==> src/pkg/qbc_consts.vh <==
// Constants for the asynchronous bus slave, interrupt and DMA sequencer.
// Assumes it is included by bare name from the design file only.
`ifndef QBC_CONSTS_VH
`define QBC_CONSTS_VH
// Sequencer reset address and the word stored there (goto 0, bus idle).
`define QBC_ADDR_RESET 6'h3F
`define QBC_WORD_RESET 32'hE5800300
// Microword field positions.
`define QBC_F_OE       31
`define QBC_F_OP_HI    30
`define QBC_F_OP_LO    26
`define QBC_F_POL      25
`define QBC_F_TST_HI   24
`define QBC_F_TST_LO   22
`define QBC_F_DAT_HI   21
`define QBC_F_DAT_LO   16
`define QBC_F_ERR      15
`define QBC_F_AUX_HI   14
`define QBC_F_AUX_LO   12
`define QBC_B_COMPLT   11
`define QBC_B_DATAIN   10
`define QBC_B_DGATE    9
`define QBC_B_AGATE    8
`define QBC_B_RPLY     7
`define QBC_B_IRQ      6
`define QBC_B_DMR      5
`define QBC_B_SACK     4
`define QBC_B_DOUT     3
`define QBC_B_DIN      2
`define QBC_B_SYNC     1
`define QBC_B_WTBT     0
// Next-address opcodes.
`define QBC_OP_RET     5'h02
`define QBC_OP_LOAD    5'h04
`define QBC_OP_LOOP    5'h08
`define QBC_OP_CONT    5'h0D
`define QBC_OP_CMP     5'h10
`define QBC_OP_GOTO    5'h19
`define QBC_OP_CALL    5'h1C
// Test select codes.
`define QBC_T_SYNC     3'h0
`define QBC_T_RPLY     3'h1
`define QBC_T_DIN      3'h2
`define QBC_T_DMG      3'h3
`define QBC_T_IAK      3'h4
`define QBC_T_AUX      3'h5
`define QBC_T_PASS     3'h6
`define QBC_T_EQ       3'h7
// Auxiliary test codes.
`define QBC_A_XREQ     3'h0
`define QBC_A_DREQ     3'h1
`define QBC_A_IREQ     3'h2
`define QBC_A_WREQ     3'h3
`define QBC_A_DOUT     3'h4
`define QBC_A_WTBT     3'h5
// Control output patterns; gates on bits 9 and 8 are active low.
`define QBC_O_OFF      16'h0300
`define QBC_O_ERROR    16'h8300
`define QBC_O_COMPLT   16'h0B00
`define QBC_O_DATAIN   16'h0700
`define QBC_O_DATAOUT  16'hFDFF
`define QBC_O_ADDROUT  16'hFEFF
`define QBC_O_RPLY     16'h0380
`define QBC_O_IRQ      16'h0340
`define QBC_O_DMR      16'h0320
`define QBC_O_SACK     16'h0310
`define QBC_O_DOUT     16'h0308
`define QBC_O_DIN      16'h0304
`define QBC_O_SYNC     16'h0302
`define QBC_O_WTBT     16'h0301
// Handshake masks and counts.
`define QBC_M_SYNCRPLY 6'h03
`define QBC_TMO_LOAD   6'h2B
// APB register byte offsets and reset values.
`define QBC_REG_CTRL   8'h00
`define QBC_REG_VECTOR 8'h04
`define QBC_REG_STATUS 8'h08
`define QBC_REG_DATA   8'h0C
`define QBC_CTRL_RST   1'b1
`define QBC_VEC_RST    16'h0000
`endif

==> src/hdl/qbc_ctrl.v <==
// Microprogrammed controller joining a peripheral to an asynchronous word bus.
// Assumes one clock, a synchronous reset, an APB master and open-drain bus
// buffers outside that resolve each line from its enable.
//
// What this block does
// - Reset at address 63, then idle loop
// - Idle checks slave, then DMA, then interrupt
// - Slave request samples WTBT to choose direction
// - Slave read: RPLY and data while DIN
// - Slave write: RPLY and capture while DOUT
// - Interrupt: wait DIN low, IRQ until acknowledge
// - Grant: RPLY plus vector, then complete pulse
// - 32-bit microword: upper sequencing, lower aux test and controls
// - All test inputs registered on our clock
// - Three-bit test select picks branch condition
// - Auxiliary select adds six more conditions
// - Polarity bit inverts the selected condition
// - Six-bit field: target, mask or count
// - Error bit flags an abandoned handshake
// - Twelve control bits in fixed order
// - Complete flag with all bus lines released
// - Single-word DMA and one interrupt level
// - DMA: grant low, DMR, wait idle, SACK
// - Master read with timeout, capture, complete
// - Master write with timeout, hold, complete
//
// The register addresses and the APB register port are this design's own decisions.
`include "qbc_consts.vh"
`default_nettype none
module qbc_ctrl #(
    parameter DW = 16
) (
    input  wire          clk_sys,
    input  wire          rst,
    // APB slave.
    input  wire          psel,
    input  wire          penable,
    input  wire          pwrite,
    input  wire [7:0]    paddr,
    input  wire [31:0]   pwdata,
    output reg  [31:0]   prdata,
    output reg           pready,
    output reg           pslverr,
    // Bus lines, asserted high here; buffers invert to the wire levels.
    input  wire          sync_in,
    output wire          sync_out,
    output wire          sync_oe,
    input  wire          din_in,
    output wire          din_out,
    output wire          din_oe,
    input  wire          dout_in,
    output wire          dout_out,
    output wire          dout_oe,
    input  wire          wtbt_in,
    output wire          wtbt_out,
    output wire          wtbt_oe,
    input  wire          rply_in,
    output wire          rply_out,
    output wire          rply_oe,
    output wire          irq_out,
    output wire          dmr_out,
    output wire          sack_out,
    input  wire          iak_in,
    input  wire          dmg_in,
    input  wire [DW-1:0] bus_da_in,
    output reg  [DW-1:0] bus_da_out,
    output reg           bus_da_oe,
    // Peripheral side.
    input  wire          xfer_req,
    input  wire          dma_req,
    input  wire          int_req,
    input  wire          wr_req,
    input  wire [DW-1:0] per_rdata,
    input  wire [DW-1:0] dma_addr,
    input  wire [DW-1:0] dma_wdata,
    output reg  [DW-1:0] per_wdata,
    output reg           per_capture,
    output wire          per_complete,
    output wire          per_error
);

    reg  [31:0]   pipe;       // Pipeline microword now executing.
    reg  [5:0]    pc;         // Address of the word in the pipeline.
    reg  [5:0]    ret_pc;     // Return address; one call level suffices.
    reg  [5:0]    cnt;        // Timeout down-counter.
    reg           eq;         // Result of the last compare.
    reg  [9:0]    syn_a;      // Ten-bit input synchroniser.
    reg           syn_b;      // Extra flip-flop for the eleventh input.
    reg           ctrl_run;   // Software run enable.
    reg  [DW-1:0] vector;     // Interrupt vector given to the host.
    reg  [5:0]    next_pc;
    reg  [5:0]    next_ret;
    reg  [5:0]    next_cnt;
    reg           next_eq;
    reg           tsel;       // Selected raw test condition.
    reg           asel;       // Selected auxiliary condition.
    wire [4:0]    op;
    wire [2:0]    tst;
    wire [2:0]    aux;
    wire [5:0]    dat;
    wire          cond;
    wire [31:0]   nw;         // Word that the next edge will load.
    wire          apb_acc;

    // Packs one microword: enable, opcode, polarity, test, data, outputs.
    function [31:0] uw;
        input [4:0]  f_op;
        input        f_pol;
        input [2:0]  f_tst;
        input [5:0]  f_dat;
        input [2:0]  f_aux;
        input [15:0] f_out;
        begin
            uw = {1'b1, f_op, f_pol, f_tst, f_dat, f_out[15], f_aux, f_out[11:0]};
        end
    endfunction

    // Control store; unused words fall back to the reset word.
    function [31:0] rom;
        input [5:0] a;
        begin
            case (a)
                6'd0:  rom = uw(`QBC_OP_CALL, 1'b0, `QBC_T_AUX, 6'd10, `QBC_A_XREQ, `QBC_O_OFF);
                6'd1:  rom = uw(`QBC_OP_CALL, 1'b0, `QBC_T_AUX, 6'd17, `QBC_A_DREQ, `QBC_O_OFF);
                6'd2:  rom = uw(`QBC_OP_GOTO, 1'b1, `QBC_T_AUX, 6'd0, `QBC_A_IREQ, `QBC_O_OFF);
                6'd3:  rom = uw(`QBC_OP_GOTO, 1'b0, `QBC_T_DIN, 6'd3, 3'h0, `QBC_O_OFF);
                6'd4:  rom = uw(`QBC_OP_GOTO, 1'b1, `QBC_T_DIN, 6'd4, 3'h0, `QBC_O_IRQ);
                6'd5:  rom = uw(`QBC_OP_GOTO, 1'b1, `QBC_T_IAK, 6'd5, 3'h0, `QBC_O_IRQ);
                6'd6:  rom = uw(`QBC_OP_GOTO, 1'b0, `QBC_T_DIN, 6'd6, 3'h0,
                                `QBC_O_RPLY & `QBC_O_DATAOUT);
                6'd7:  rom = uw(`QBC_OP_GOTO, 1'b0, `QBC_T_IAK, 6'd7, 3'h0,
                                `QBC_O_RPLY & `QBC_O_DATAOUT);
                6'd8:  rom = uw(`QBC_OP_GOTO, 1'b0, `QBC_T_PASS, 6'd0, 3'h0, `QBC_O_COMPLT);
                6'd10: rom = uw(`QBC_OP_GOTO, 1'b0, `QBC_T_AUX, 6'd14, `QBC_A_WTBT, `QBC_O_OFF);
                6'd11: rom = uw(`QBC_OP_GOTO, 1'b1, `QBC_T_DIN, 6'd11, 3'h0, `QBC_O_OFF);
                6'd12: rom = uw(`QBC_OP_GOTO, 1'b0, `QBC_T_DIN, 6'd12, 3'h0,
                                `QBC_O_RPLY & `QBC_O_DATAOUT);
                6'd13: rom = uw(`QBC_OP_RET, 1'b0, `QBC_T_PASS, 6'd0, 3'h0, `QBC_O_OFF);
                6'd14: rom = uw(`QBC_OP_GOTO, 1'b1, `QBC_T_AUX, 6'd14, `QBC_A_DOUT, `QBC_O_OFF);
                6'd15: rom = uw(`QBC_OP_GOTO, 1'b0, `QBC_T_AUX, 6'd15, `QBC_A_DOUT,
                                `QBC_O_RPLY | `QBC_O_DATAIN);
                6'd16: rom = uw(`QBC_OP_RET, 1'b0, `QBC_T_PASS, 6'd0, 3'h0, `QBC_O_OFF);
                // one word per grant, no block
                // request, grant, wait for an idle bus
                6'd17: rom = uw(`QBC_OP_GOTO, 1'b0, `QBC_T_DMG, 6'd17, 3'h0, `QBC_O_OFF);
                6'd18: rom = uw(`QBC_OP_GOTO, 1'b1, `QBC_T_DMG, 6'd18, 3'h0, `QBC_O_DMR);
                6'd19: rom = uw(`QBC_OP_CMP, 1'b0, `QBC_T_PASS, `QBC_M_SYNCRPLY, 3'h0,
                                `QBC_O_DMR);
                6'd20: rom = uw(`QBC_OP_GOTO, 1'b1, `QBC_T_EQ, 6'd19, 3'h0, `QBC_O_DMR);
                6'd21: rom = uw(`QBC_OP_GOTO, 1'b0, `QBC_T_AUX, 6'd34, `QBC_A_WREQ, `QBC_O_SACK);
                6'd22,
                6'd23: rom = uw(`QBC_OP_CONT, 1'b0, `QBC_T_PASS, 6'd0, 3'h0,
                                `QBC_O_SACK & `QBC_O_ADDROUT);
                6'd24: rom = uw(`QBC_OP_CONT, 1'b0, `QBC_T_PASS, 6'd0, 3'h0,
                                (`QBC_O_SACK | `QBC_O_SYNC) & `QBC_O_ADDROUT);
                6'd25: rom = uw(`QBC_OP_LOAD, 1'b0, `QBC_T_PASS, `QBC_TMO_LOAD, 3'h0,
                                (`QBC_O_SACK | `QBC_O_SYNC) & `QBC_O_ADDROUT);
                6'd26: rom = uw(`QBC_OP_LOOP, 1'b0, `QBC_T_RPLY, 6'd28, 3'h0,
                                `QBC_O_SACK | `QBC_O_SYNC | `QBC_O_DIN);
                6'd27: rom = uw(`QBC_OP_RET, 1'b0, `QBC_T_PASS, 6'd0, 3'h0,
                                `QBC_O_SACK | `QBC_O_SYNC | `QBC_O_ERROR);
                6'd28,
                6'd29: rom = uw(`QBC_OP_CONT, 1'b0, `QBC_T_PASS, 6'd0, 3'h0,
                                `QBC_O_SACK | `QBC_O_SYNC | `QBC_O_DIN | `QBC_O_DATAIN);
                6'd30: rom = uw(`QBC_OP_GOTO, 1'b0, `QBC_T_RPLY, 6'd30, 3'h0,
                                `QBC_O_SACK | `QBC_O_SYNC);
                6'd31: rom = uw(`QBC_OP_RET, 1'b0, `QBC_T_PASS, 6'd0, 3'h0, `QBC_O_COMPLT);
                6'd34,
                6'd35: rom = uw(`QBC_OP_CONT, 1'b0, `QBC_T_PASS, 6'd0, 3'h0,
                                (`QBC_O_SACK | `QBC_O_WTBT) & `QBC_O_ADDROUT);
                6'd36: rom = uw(`QBC_OP_CONT, 1'b0, `QBC_T_PASS, 6'd0, 3'h0,
                                (`QBC_O_SACK | `QBC_O_WTBT | `QBC_O_SYNC) & `QBC_O_ADDROUT);
                6'd37: rom = uw(`QBC_OP_LOAD, 1'b0, `QBC_T_PASS, `QBC_TMO_LOAD, 3'h0,
                                (`QBC_O_SACK | `QBC_O_WTBT | `QBC_O_SYNC) & `QBC_O_ADDROUT);
                6'd38: rom = uw(`QBC_OP_LOOP, 1'b0, `QBC_T_RPLY, 6'd40, 3'h0,
                                (`QBC_O_SACK | `QBC_O_SYNC | `QBC_O_DOUT) & `QBC_O_DATAOUT);
                6'd39: rom = uw(`QBC_OP_RET, 1'b0, `QBC_T_PASS, 6'd0, 3'h0,
                                `QBC_O_SACK | `QBC_O_SYNC | `QBC_O_ERROR);
                6'd40,
                6'd41: rom = uw(`QBC_OP_CONT, 1'b0, `QBC_T_PASS, 6'd0, 3'h0,
                                (`QBC_O_SACK | `QBC_O_SYNC | `QBC_O_DOUT) & `QBC_O_DATAOUT);
                6'd42,
                6'd43: rom = uw(`QBC_OP_CONT, 1'b0, `QBC_T_PASS, 6'd0, 3'h0,
                                (`QBC_O_SACK | `QBC_O_SYNC) & `QBC_O_DATAOUT);
                6'd44: rom = uw(`QBC_OP_GOTO, 1'b0, `QBC_T_RPLY, 6'd44, 3'h0,
                                `QBC_O_SACK | `QBC_O_SYNC);
                6'd45: rom = uw(`QBC_OP_RET, 1'b0, `QBC_T_PASS, 6'd0, 3'h0, `QBC_O_COMPLT);
                default: rom = `QBC_WORD_RESET;
            endcase
        end
    endfunction

    // upper half and the aux field sequence, rest of lower half drives pins
    assign op  = pipe[`QBC_F_OP_HI:`QBC_F_OP_LO];
    assign tst = pipe[`QBC_F_TST_HI:`QBC_F_TST_LO];
    assign dat = pipe[`QBC_F_DAT_HI:`QBC_F_DAT_LO];
    assign aux = pipe[`QBC_F_AUX_HI:`QBC_F_AUX_LO];

    // auxiliary condition; spare codes read as false.
    always @*
    begin
        case (aux)
            `QBC_A_XREQ: asel = syn_a[5];
            `QBC_A_DREQ: asel = syn_a[6];
            `QBC_A_IREQ: asel = syn_a[7];
            `QBC_A_WREQ: asel = syn_a[8];
            `QBC_A_DOUT: asel = syn_a[9];
            `QBC_A_WTBT: asel = syn_b;
            default:     asel = 1'b0;
        endcase
    end

    // main test select, all from registered inputs.
    always @*
    begin
        case (tst)
            `QBC_T_SYNC: tsel = syn_a[0];
            `QBC_T_RPLY: tsel = syn_a[1];
            `QBC_T_DIN:  tsel = syn_a[2];
            `QBC_T_DMG:  tsel = syn_a[3];
            `QBC_T_IAK:  tsel = syn_a[4];
            `QBC_T_AUX:  tsel = asel;
            `QBC_T_PASS: tsel = 1'b1;
            default:     tsel = eq;
        endcase
    end

    assign cond = tsel ^ pipe[`QBC_F_POL];

    // Next-address logic; the counter and the compare share the data field.
    always @*
    begin
        next_pc  = pc + 6'h01;
        next_ret = ret_pc;
        next_cnt = cnt;
        next_eq  = eq;
        case (op)
            `QBC_OP_GOTO:
            begin
                if (cond)
                    next_pc = dat;
            end
            `QBC_OP_CALL:
            begin
                if (cond)
                begin
                    next_ret = pc + 6'h01;
                    next_pc  = dat;
                end
            end
            `QBC_OP_RET:
                next_pc = ret_pc;
            `QBC_OP_LOAD:
                next_cnt = dat;
            `QBC_OP_CMP:
                next_eq = ((syn_a[5:0] & dat) == 6'h00);
            `QBC_OP_LOOP:
            begin
                // A reply wins; otherwise wait here until the count runs out.
                if (cond)
                    next_pc = dat;
                else if (cnt != 6'h00)
                begin
                    next_cnt = cnt - 6'h01;
                    next_pc  = pc;
                end
            end
            default:
                next_pc = pc + 6'h01;
        endcase
        // Software stop parks the sequencer on the reset word.
        if (!ctrl_run)
            next_pc = `QBC_ADDR_RESET;
    end

    assign nw = rom(next_pc);

    // Sequencer registers and the pipeline word.
    always @(posedge clk_sys)
    begin
        if (rst)
        begin
            // start at 63, idle loop follows
            pc     <= `QBC_ADDR_RESET;
            pipe   <= `QBC_WORD_RESET;
            ret_pc <= 6'h00;
            cnt    <= 6'h00;
            eq     <= 1'b0;
        end
        else
        begin
            pc     <= next_pc;
            pipe   <= nw;
            ret_pc <= next_ret;
            cnt    <= next_cnt;
            eq     <= next_eq;
        end
    end

    always @(posedge clk_sys)
    begin
        if (rst)
        begin
            syn_a <= 10'h000;
            syn_b <= 1'b0;
        end
        else
        begin
            syn_a <= {dout_in, wr_req, int_req, dma_req, xfer_req,
                      iak_in, dmg_in, din_in, rply_in, sync_in};
            syn_b <= wtbt_in;
        end
    end

    // Bus data drivers are registered from the word about to execute.
    always @(posedge clk_sys)
    begin
        if (rst)
        begin
            bus_da_out <= {DW{1'b0}};
            bus_da_oe  <= 1'b0;
        end
        else
        begin
            bus_da_oe <= nw[`QBC_F_OE] & ~(nw[`QBC_B_AGATE] & nw[`QBC_B_DGATE]);
            if (!nw[`QBC_B_AGATE])
                bus_da_out <= dma_addr;
            else if (nw[`QBC_B_SACK])
                bus_da_out <= dma_wdata;
            else if (syn_a[4])
                bus_da_out <= vector;
            else
                bus_da_out <= per_rdata;
        end
    end

    // Capture strobe lags the word by one edge so data and strobe align.
    always @(posedge clk_sys)
    begin
        if (rst)
        begin
            per_wdata   <= {DW{1'b0}};
            per_capture <= 1'b0;
        end
        else
        begin
            per_capture <= pipe[`QBC_B_DATAIN];
            if (pipe[`QBC_B_DATAIN])
                per_wdata <= bus_da_in;
        end
    end

    // control bits straight from the pipeline
    assign sync_out     = pipe[`QBC_B_SYNC];
    assign sync_oe      = pipe[`QBC_B_SYNC];
    assign din_out      = pipe[`QBC_B_DIN];
    assign din_oe       = pipe[`QBC_B_DIN];
    assign dout_out     = pipe[`QBC_B_DOUT];
    assign dout_oe      = pipe[`QBC_B_DOUT];
    assign wtbt_out     = pipe[`QBC_B_WTBT];
    assign wtbt_oe      = pipe[`QBC_B_WTBT];
    assign rply_out     = pipe[`QBC_B_RPLY];
    assign rply_oe      = pipe[`QBC_B_RPLY];
    assign irq_out      = pipe[`QBC_B_IRQ];
    assign dmr_out      = pipe[`QBC_B_DMR];
    assign sack_out     = pipe[`QBC_B_SACK];
    // complete flag from its own word
    assign per_complete = pipe[`QBC_B_COMPLT];
    assign per_error    = pipe[`QBC_F_ERR];

    // APB slave: one wait state, then pready with registered data.
    assign apb_acc = psel & penable & ~pready;

    always @(posedge clk_sys)
    begin
        if (rst)
        begin
            pready   <= 1'b0;
            pslverr  <= 1'b0;
            prdata   <= 32'h0000_0000;
            ctrl_run <= `QBC_CTRL_RST;
            vector   <= `QBC_VEC_RST;
        end
        else
        begin
            pready  <= apb_acc;
            pslverr <= 1'b0;
            if (apb_acc)
            begin
                prdata <= 32'h0000_0000;
                case (paddr)
                    `QBC_REG_CTRL:
                    begin
                        if (pwrite)
                            ctrl_run <= pwdata[0];
                        prdata <= {31'h0000_0000, ctrl_run};
                    end
                    `QBC_REG_VECTOR:
                    begin
                        if (pwrite)
                            vector <= pwdata[DW-1:0];
                        prdata <= {{(32-DW){1'b0}}, vector};
                    end
                    `QBC_REG_STATUS:
                        prdata <= {19'h0_0000, eq, cnt, pc};
                    `QBC_REG_DATA:
                        prdata <= {{(32-DW){1'b0}}, per_wdata};
                    default:
                        pslverr <= 1'b1;
                endcase
            end
        end
    end

endmodule // qbc_ctrl
`default_nettype wire

==> config.mk <==
export PLATFORM = sky130hd
export DESIGN_NAME = qbc_ctrl
export DESIGN_NICKNAME = d
export VERILOG_FILES = /design/src/hdl/qbc_ctrl.v
export VERILOG_INCLUDE_DIRS = /design/src /design/src/pkg
export SDC_FILE = /design/constraint.sdc
export NUM_CORES = 1
export LEC_CHECK = 0
export BUFFER_PORTS_ARGS = -buffer_cell sky130_fd_sc_hd__buf_2
export CORE_MARGIN = 4
export CORE_UTILIZATION = 45
export DETAILED_ROUTE_END_ITERATION = 8
export MAX_ROUTING_LAYER = met4
export PLACE_DENSITY_LB_ADDON = 0.2
export RECOVER_POWER = 25
export SKIP_LAST_GASP = 1
export SLEW_MARGIN = 20
export SYNTH_ARGS = -nofsm -noshare
export SYNTH_HDL_FRONTEND = slang
export SYNTH_SLANG_ARGS = --single-unit
export TNS_END_PERCENT = 100
==> constraint.sdc <==
create_clock -name clk_sys -period 4.89 [get_ports clk_sys]
set_clock_uncertainty 0.05 [all_clocks]
set_input_delay 0.7335 -clock clk_sys [delete_from_list [all_inputs] [get_ports clk_sys]]
set_output_delay 0.7335 -clock clk_sys [all_outputs]
set_load 0.01 [all_outputs]
Yosys cells after proc, flatten, opt, wreduce, memory -nomap -nowiden --
Memory sizes are Yosys's and may differ from the RTL's. Cells that the tools add are included. W data, S select, Z words.
Operators by class: add/subtract/negate cells 2, equal/unequal tests 22, mux-type cells 15, bitwise logic cells 9, reduce and logical (&&, ||, !) cells 13
Operator list (count):
- $pmux W16 S4 | 1
- $mux W16 | 3
- $mux W6 | 6
- $pmux W6 S3 | 1
- $eq A8 B4 Y1 const B | 2
- $eq A3 B3 Y1 const B | 5
- $eq A5 B5 Y1 const B | 3
- $eq A3 B2 Y1 const B | 4
- $pmux W6 S2 | 1
- $reduce_and A3 Y1 | 3
- $eq A8 B3 Y1 const B | 1
- $logic_not A8 Y1 | 1
- $pmux W1 S7 | 1
- $add A6 B1 Y6 const B | 1
- $and A6 B6 Y6 | 1
- $eq A3 B1 Y1 const B | 2
- $logic_not A3 Y1 | 2
- $logic_not A6 Y1 | 1
- $pmux W1 S6 | 1
- $reduce_bool A6 Y1 | 1
- $sub A6 B1 Y6 const B | 1
- $eq A5 B2 Y1 const B | 1
- $eq A5 B3 Y1 const B | 1
- $eq A5 B4 Y1 const B | 1
- 10 further kinds | 16
Storage, ports and cells: register bits 146, ROM bits 1984, bits of input ports 120, output and inout port bits 83, word-level logic and storage cells 78, memories 1
Memories:
- (no name shown) | words 64, bits a word 31, read ports 1, clocked after memory_dff 0, write ports 0, RTL line qbc_ctrl.v:122 | case (a)

Depth between registers and ports, before layout --
An unclocked memory read counts as a cell.
depth in word-level cells 11, gate-level depth with buffers 20, mapped depth without buffers 15

Worst setup path before layout --
No wires, ideal clock.
kind reg2reg, from reg pipe[22], to reg bus_da_out[10], library setup time 0.117 ns, arrival 3.797 ns, data required time 4.723 ns, setup slack 0.926 ns, stages on the path, launching flop included 16, buffers on the path 3, period minus slack after synthesis 3.964 ns, path through dfxtp_1 mux4_2 nor2b_1 a311o_1 nand4_1 o21a_1 and3_1 clkbuf_1 clkinv_1 ha_1 clkbuf_1 a21oi_1 o31ai_4 buf_6 or2_0 a32o_1
On the way: longest elaborated chain between the ends 9, elaborated cells on any way between the ends 16
RTL lines:
- start: declaration | RTL line qbc_ctrl.v:82 | reg [31:0] pipe;
- start signal: assignment | RTL line qbc_ctrl.v:285 | pipe <= `QBC_WORD_RESET;
- start signal: assignment | RTL line qbc_ctrl.v:293 | pipe <= nw;
- $eq A3 B3 Y1 (tied with other cells) | RTL line qbc_ctrl.v:216 | case (tst)
- $pmux W1 S7 (*) | RTL line qbc_ctrl.v:216
- $xor A1 B1 Y1 (*) | RTL line qbc_ctrl.v:228 | assign cond = tsel ^ pipe[`QBC_F_POL];
- $mux W6 (on tied branches) | RTL line qbc_ctrl.v:260, qbc_ctrl.v:240, qbc_ctrl.v:245
- $pmux W6 S3 (*) | RTL line qbc_ctrl.v:237 | case (op)
- $mux W6 (*) | RTL line qbc_ctrl.v:272 | if (!ctrl_run)
- net next_pc[1] | RTL line qbc_ctrl.v:91 | reg [5:0] next_pc;
- $mem_v2 Z64 W31 (*)
- $mux W16 | RTL line qbc_ctrl.v:328 | else if (nw[`QBC_B_SACK])
- $mux W16 (*) | RTL line qbc_ctrl.v:326 | if (!nw[`QBC_B_AGATE])
- end signal: assignment | RTL line qbc_ctrl.v:327 | bus_da_out <= dma_addr;
- end signal: assignment | RTL line qbc_ctrl.v:329 | bus_da_out <= dma_wdata;
- end signal: assignment | RTL line qbc_ctrl.v:331 | bus_da_out <= vector;
- end: declaration | RTL line qbc_ctrl.v:66 | output reg [DW-1:0] bus_da_out,
The timed path passes the listed nets; every way through them passes the cells marked *. A chain may end at the register's enable or synchronous reset.

Final worst setup path --
from reg pipe[22], to reg bus_da_oe
On the way: longest elaborated chain between the ends 10, elaborated cells on any way between the ends 17
RTL lines:
- $eq A3 B3 Y1 (tied with other cells) | RTL line qbc_ctrl.v:216
- $pmux W1 S7 (*) | RTL line qbc_ctrl.v:216
- $xor A1 B1 Y1 (*) | RTL line qbc_ctrl.v:228
- $mux W6 (on tied branches) | RTL line qbc_ctrl.v:260, qbc_ctrl.v:240, qbc_ctrl.v:245
- $pmux W6 S3 (*) | RTL line qbc_ctrl.v:237
- $mux W6 (*) | RTL line qbc_ctrl.v:272
- $mem_v2 Z64 W31 (*)
- $and A1 B1 Y1 (*) | RTL line qbc_ctrl.v:325 | bus_da_oe <= nw[`QBC_F_OE] & ~(nw[`QBC_B_AGATE] & nw[`QBC_B_DGATE]);
- $not A1 Y1 (*) | RTL line qbc_ctrl.v:325
- $and A1 B1 Y1 (*) | RTL line qbc_ctrl.v:325
- end signal: assignment | RTL line qbc_ctrl.v:325
- end: declaration | RTL line qbc_ctrl.v:67 | output reg bus_da_oe,
Every way passes the cells marked *; elsewhere a longest branch is shown, timed or not.

==> run_results.csv <==
group,metric,value,unit
run_status,status,"finished with violations",
run_status,violations,"capacitance limit, slew limit",
layout,areaGrowthSynthToFinish,21.8,%
layout,nets,1063,
floorplan,io_pins,203,
yosys,yosys_warnings,0,
worst_setup_path,crit_type,"flop to flop",
global_routing,grt_pass1_vias,5648,
worst_setup_path,cp_slowest_stage_delay,0.54,ns
yosys,synth_top_area_frac,0.386,
clocking,ctsHoldBuffers,0,
sta,fmax,239,MHz
clocking,path_clk_slew,0.06,ns
worst_setup_path,reg2reg_from,"pipe[22]",
sta,final_max_slew_viol_count,69,
yosys,synth-xor-area-share,0.0119,
worst_setup_path,timing.critical_path.buf_inv,3,
power_and_ir_drop,p_per_area,807,mW/mm^2
global_routing,grt_max_degree,69,
yosys,yosys.area_share.simple,0.213,
sta,finalHoldViolCount,0,
detailed_routing,drt_iter0_markers,580,
yosys,ys.flop_type,"dfxtp_1",
global_routing,grt_use_total,0.234,
floorplan,coreArea,0.0145,sq mm
worst_setup_path,slowest_stage,"mux4_2",
yosys,synth_compound_area_frac,0.214,
place,place_ws,0.808,ns
clocking,root_buffer,"clkbuf_16",
hold_path,min_path_cells,2,
place,hpwl,14000,microns
floorplan,core.rowCount,44,
sta,min_period,4.18,ns
sta,rsz0062_at_grt,"false",
sta,finalCritPeriodShare,0.855,
clocking,cts_buffers,17,
yosys,yosysTopAreaCell,"dfxtp_1",
detailed_routing,routed_wl,19600,microns
worst_setup_path,cp-startpoint,"pipe[22]",
layout,regArea,0.00256,sq mm
place,port_buffers,170,
yosys,synth_area,0.00664,sq mm
clocking,cts_tree,"built",
layout,antennaDiodeCount,0,
global_routing,grt-ovfl-total,0,
floorplan,die_w,129,microns
yosys,synth_edf_count,0,
power_and_ir_drop,irDropWorstVdd,0.432,mV
sta,setup_ws,0.708,ns
global_routing,grt_pass1_wl,29700,microns
worst_setup_path,reg2reg_setup_slack,0.71,ns
layout,drive_gt1_frac,0.228,
sta,maxSlewHeadroom,-0.975,
yosys,synth-adder-area-share,0.0245,
detailed_routing,drtAntennaViolNets,0,
sta,setup_viol,0,
yosys,yosys-mux-area-fraction,0.0820,
detailed_routing,detail_route.wl_per_cell,17.4,microns
floorplan,die_area,0.0168,sq mm
detailed_routing,vias_per_cell,5.58,
yosys,synthCells,787,
yosys,synth_common_cells,"dfxtp_1, nand2_1, nor2_1",
layout,multiInputGateArea,0.00369,sq mm
detailed_routing,firstDrtPassIters,6,
sta,worstMarginPinSlew,2.96,ns
place,gp_congestion,0.873,
yosys,synth_top_family_by_area,"compound AO/OA/AOI/OAI gates",
worst_setup_path,rr_worst_depth,15,
global_routing,antenna_found_initial,0,
worst_setup_path,cp-endpoint,"bus_da_oe",
worst_setup_path,worstPathArrival,4.43,ns
detailed_routing,drcViolationCount,0,
layout,fillerInstances,1372,
worst_setup_path,path_cells,"mux4_2 -> and3b_1 -> a41oi_2 -> nand2_1 -> a31oi_1 -> and2_1 -> buf_4 -> inv_2 -> ha_1 -> nand2_1 -> a21oi_1 -> a31oi_1 -> nor2_1 -> buf_4 -> a221o_1",
clocking,cts_buffer_depth,2,
worst_setup_path,crit_fanout,17,
clocking,insertion_delay,0.42,ns
hold_path,hp-class,"flop to flop",
power_and_ir_drop,leakage,0.00335,uW
worst_setup_path,end_kind,"flop",
worst_setup_path,startpoint_type,"flop",
place,dp_cells,1095,
worst_setup_path,crit_required,5.14,ns
detailed_routing,num_vias,6286,
run,max_cap_viol_count,1,
worst_setup_path,r2r-end,"bus_da_oe",
floorplan,die_height,129,microns
yosys,ys_seq_elements,128,
yosys,seq_area_frac_synth,0.386,
worst_setup_path,path_delay_family,"compound AO/OA/AOI/OAI gates",
yosys,ys_types,73,
worst_setup_path,crit_cells,15,
floorplan,start_util,0.459,
clocking,htree_levels,4,
yosys,synth.most_common_cell,"dfxtp_1",
yosys,synthTopCellsByArea,"dfxtp_1, mux2i_1, nand2_1",
sta,setup_tns,0,ns
yosys,async_flop_share,0,
clocking,cts_setup_buffers,0,
clocking,cts_sinks,128,
yosys,avgSynthCellArea,8.44,sq um
layout,instances_no_fill,1127,
clocking,cts_resized,0,
==> routing by layer <==
| metal | wire length (microns) | global-route usage | up-vias |
|---|---|---|---|
| met3 | 1690 | 0.0507 | 41 |
| li1 | - | - | 3082 |
| met4 | 446 | 0.0825 | 0 |
| met5 | 0 | - | - |
| met2 | 8570 | 0.329 | 277 |
| met1 | 8900 | 0.330 | 2886 |
==> worst register-to-register path, stage by stage, from the launching register on <==
cell     delay (ns)
dfxtp_1        0.41
mux4_2         0.54
and3b_1        0.22
a41oi_2        0.34
nand2_1        0.27
a31oi_1        0.31
and2_1         0.18
buf_4          0.19
inv_2          0.15
ha_1           0.21
nand2_1        0.08
a21oi_1        0.07
a31oi_1        0.34
nor2_1         0.08
buf_4          0.32
a221o_1        0.30
==> worst min-delay path by stage <==
| stage | from | to | slack (ns) |
|---|---|---|---|
| 3_3_place_gp | prdata[13] | prdata[13] | 0.41 |
| 3_5_place_dp | eq | eq | 0.42 |
| 2_1_floorplan | vector[0] | vector[0] | 0.40 |
| 6_report | eq | eq | 0.44 |
| 5_1_grt | dma_addr[9] | bus_da_out[9] | 0.46 |
| 4_1_cts | prdata[15] | prdata[15] | 0.44 |
==> flip-flops by register name, indices dropped and copies added (netlist names) <==
signal / flops
bus_da_oe: 1
bus_da_out: 16
cnt: 6
ctrl_run: 1
eq: 1
pc: 6
per_capture: 1
per_wdata: 16
pipe: 29
prdata: 16
pready: 1
pslverr: 1
ret_pc: 6
syn_a: 10
syn_b: 1
vector: 16
==> report_power, final <==
| group | leakage (uW) | internal (uW) | switching, uW |
|---|---|---|---|
| combinational | 0.00202 | 1450 | 2380 |
| sequential | 0.00104 | 1240 | 148 |
| clock | 0.000291 | 818 | 484 |
| total | 0.00335 | 3510 | 3010 |
==> stage by stage <==
stage / instance area, sq um / total power [uW] / util / hold slack, ns
after detailed placement: 7520 / 5170 / 0.520 / 0.424
after floorplan: 6700 / 4240 / - / 0.396
final: 8090 / 6530 / 0.559 / 0.437
after global routing: 8090 / 6970 / 0.559 / 0.460
after global placement: 7520 / 5170 / 0.520 / 0.414
after CTS: 8130 / 6490 / 0.561 / 0.437
==> kinds of logic (layout without fill, tap and decap cells) <==
kind of cell / count (synthesis) / after routing
simple gates: 297 / 297
compound gates: 198 / 198
flops: 128 / 128
buf+inv: 90 / 231
mux: 51 / 51
fa+ha+maj: 13 / 13
xor+xnor: 9 / 9
other cells: 1 / 16
==> layout make-up <==
class                           instances  area share
Multi-Input combinational cell        584       0.457
Tap cell                              184      0.0285
Timing Repair Buffer                  188       0.118
Inverter                               11     0.00511
Clock inverter                         12      0.0196
Clock buffer                           20      0.0552
Sequential cell                       128       0.317
==> layout by cell type, fill, tap and decap left out, types with 3 or more instances in the layout <==
cell	instances
nor2_1	84
a211oi_1	4
conb_1	16
clkinv_4	3
nand3b_1	7
inv_1	9
buf_4	16
a22o_1	12
nand2_1	94
mux2i_1	42
and3_1	12
a221oi_1	6
o31ai_1	7
mux2_2	7
buf_2	139
o22ai_1	3
clkbuf_16	17
nand2b_1	6
or2_2	7
or2_0	9
ha_1	13
o21ai_0	26
nor2b_1	19
a22oi_1	19
a21oi_1	57
a31oi_1	12
nand4_1	6
a32o_1	16
nor3_1	13
or2_1	4
a211o_1	3
bufinv_16	3
nand3_1	17
xnor2_1	8
clkbuf_1	34
o211ai_1	4
dfxtp_1	128
a32oi_1	3
Power figures use the tool's default switching activity.
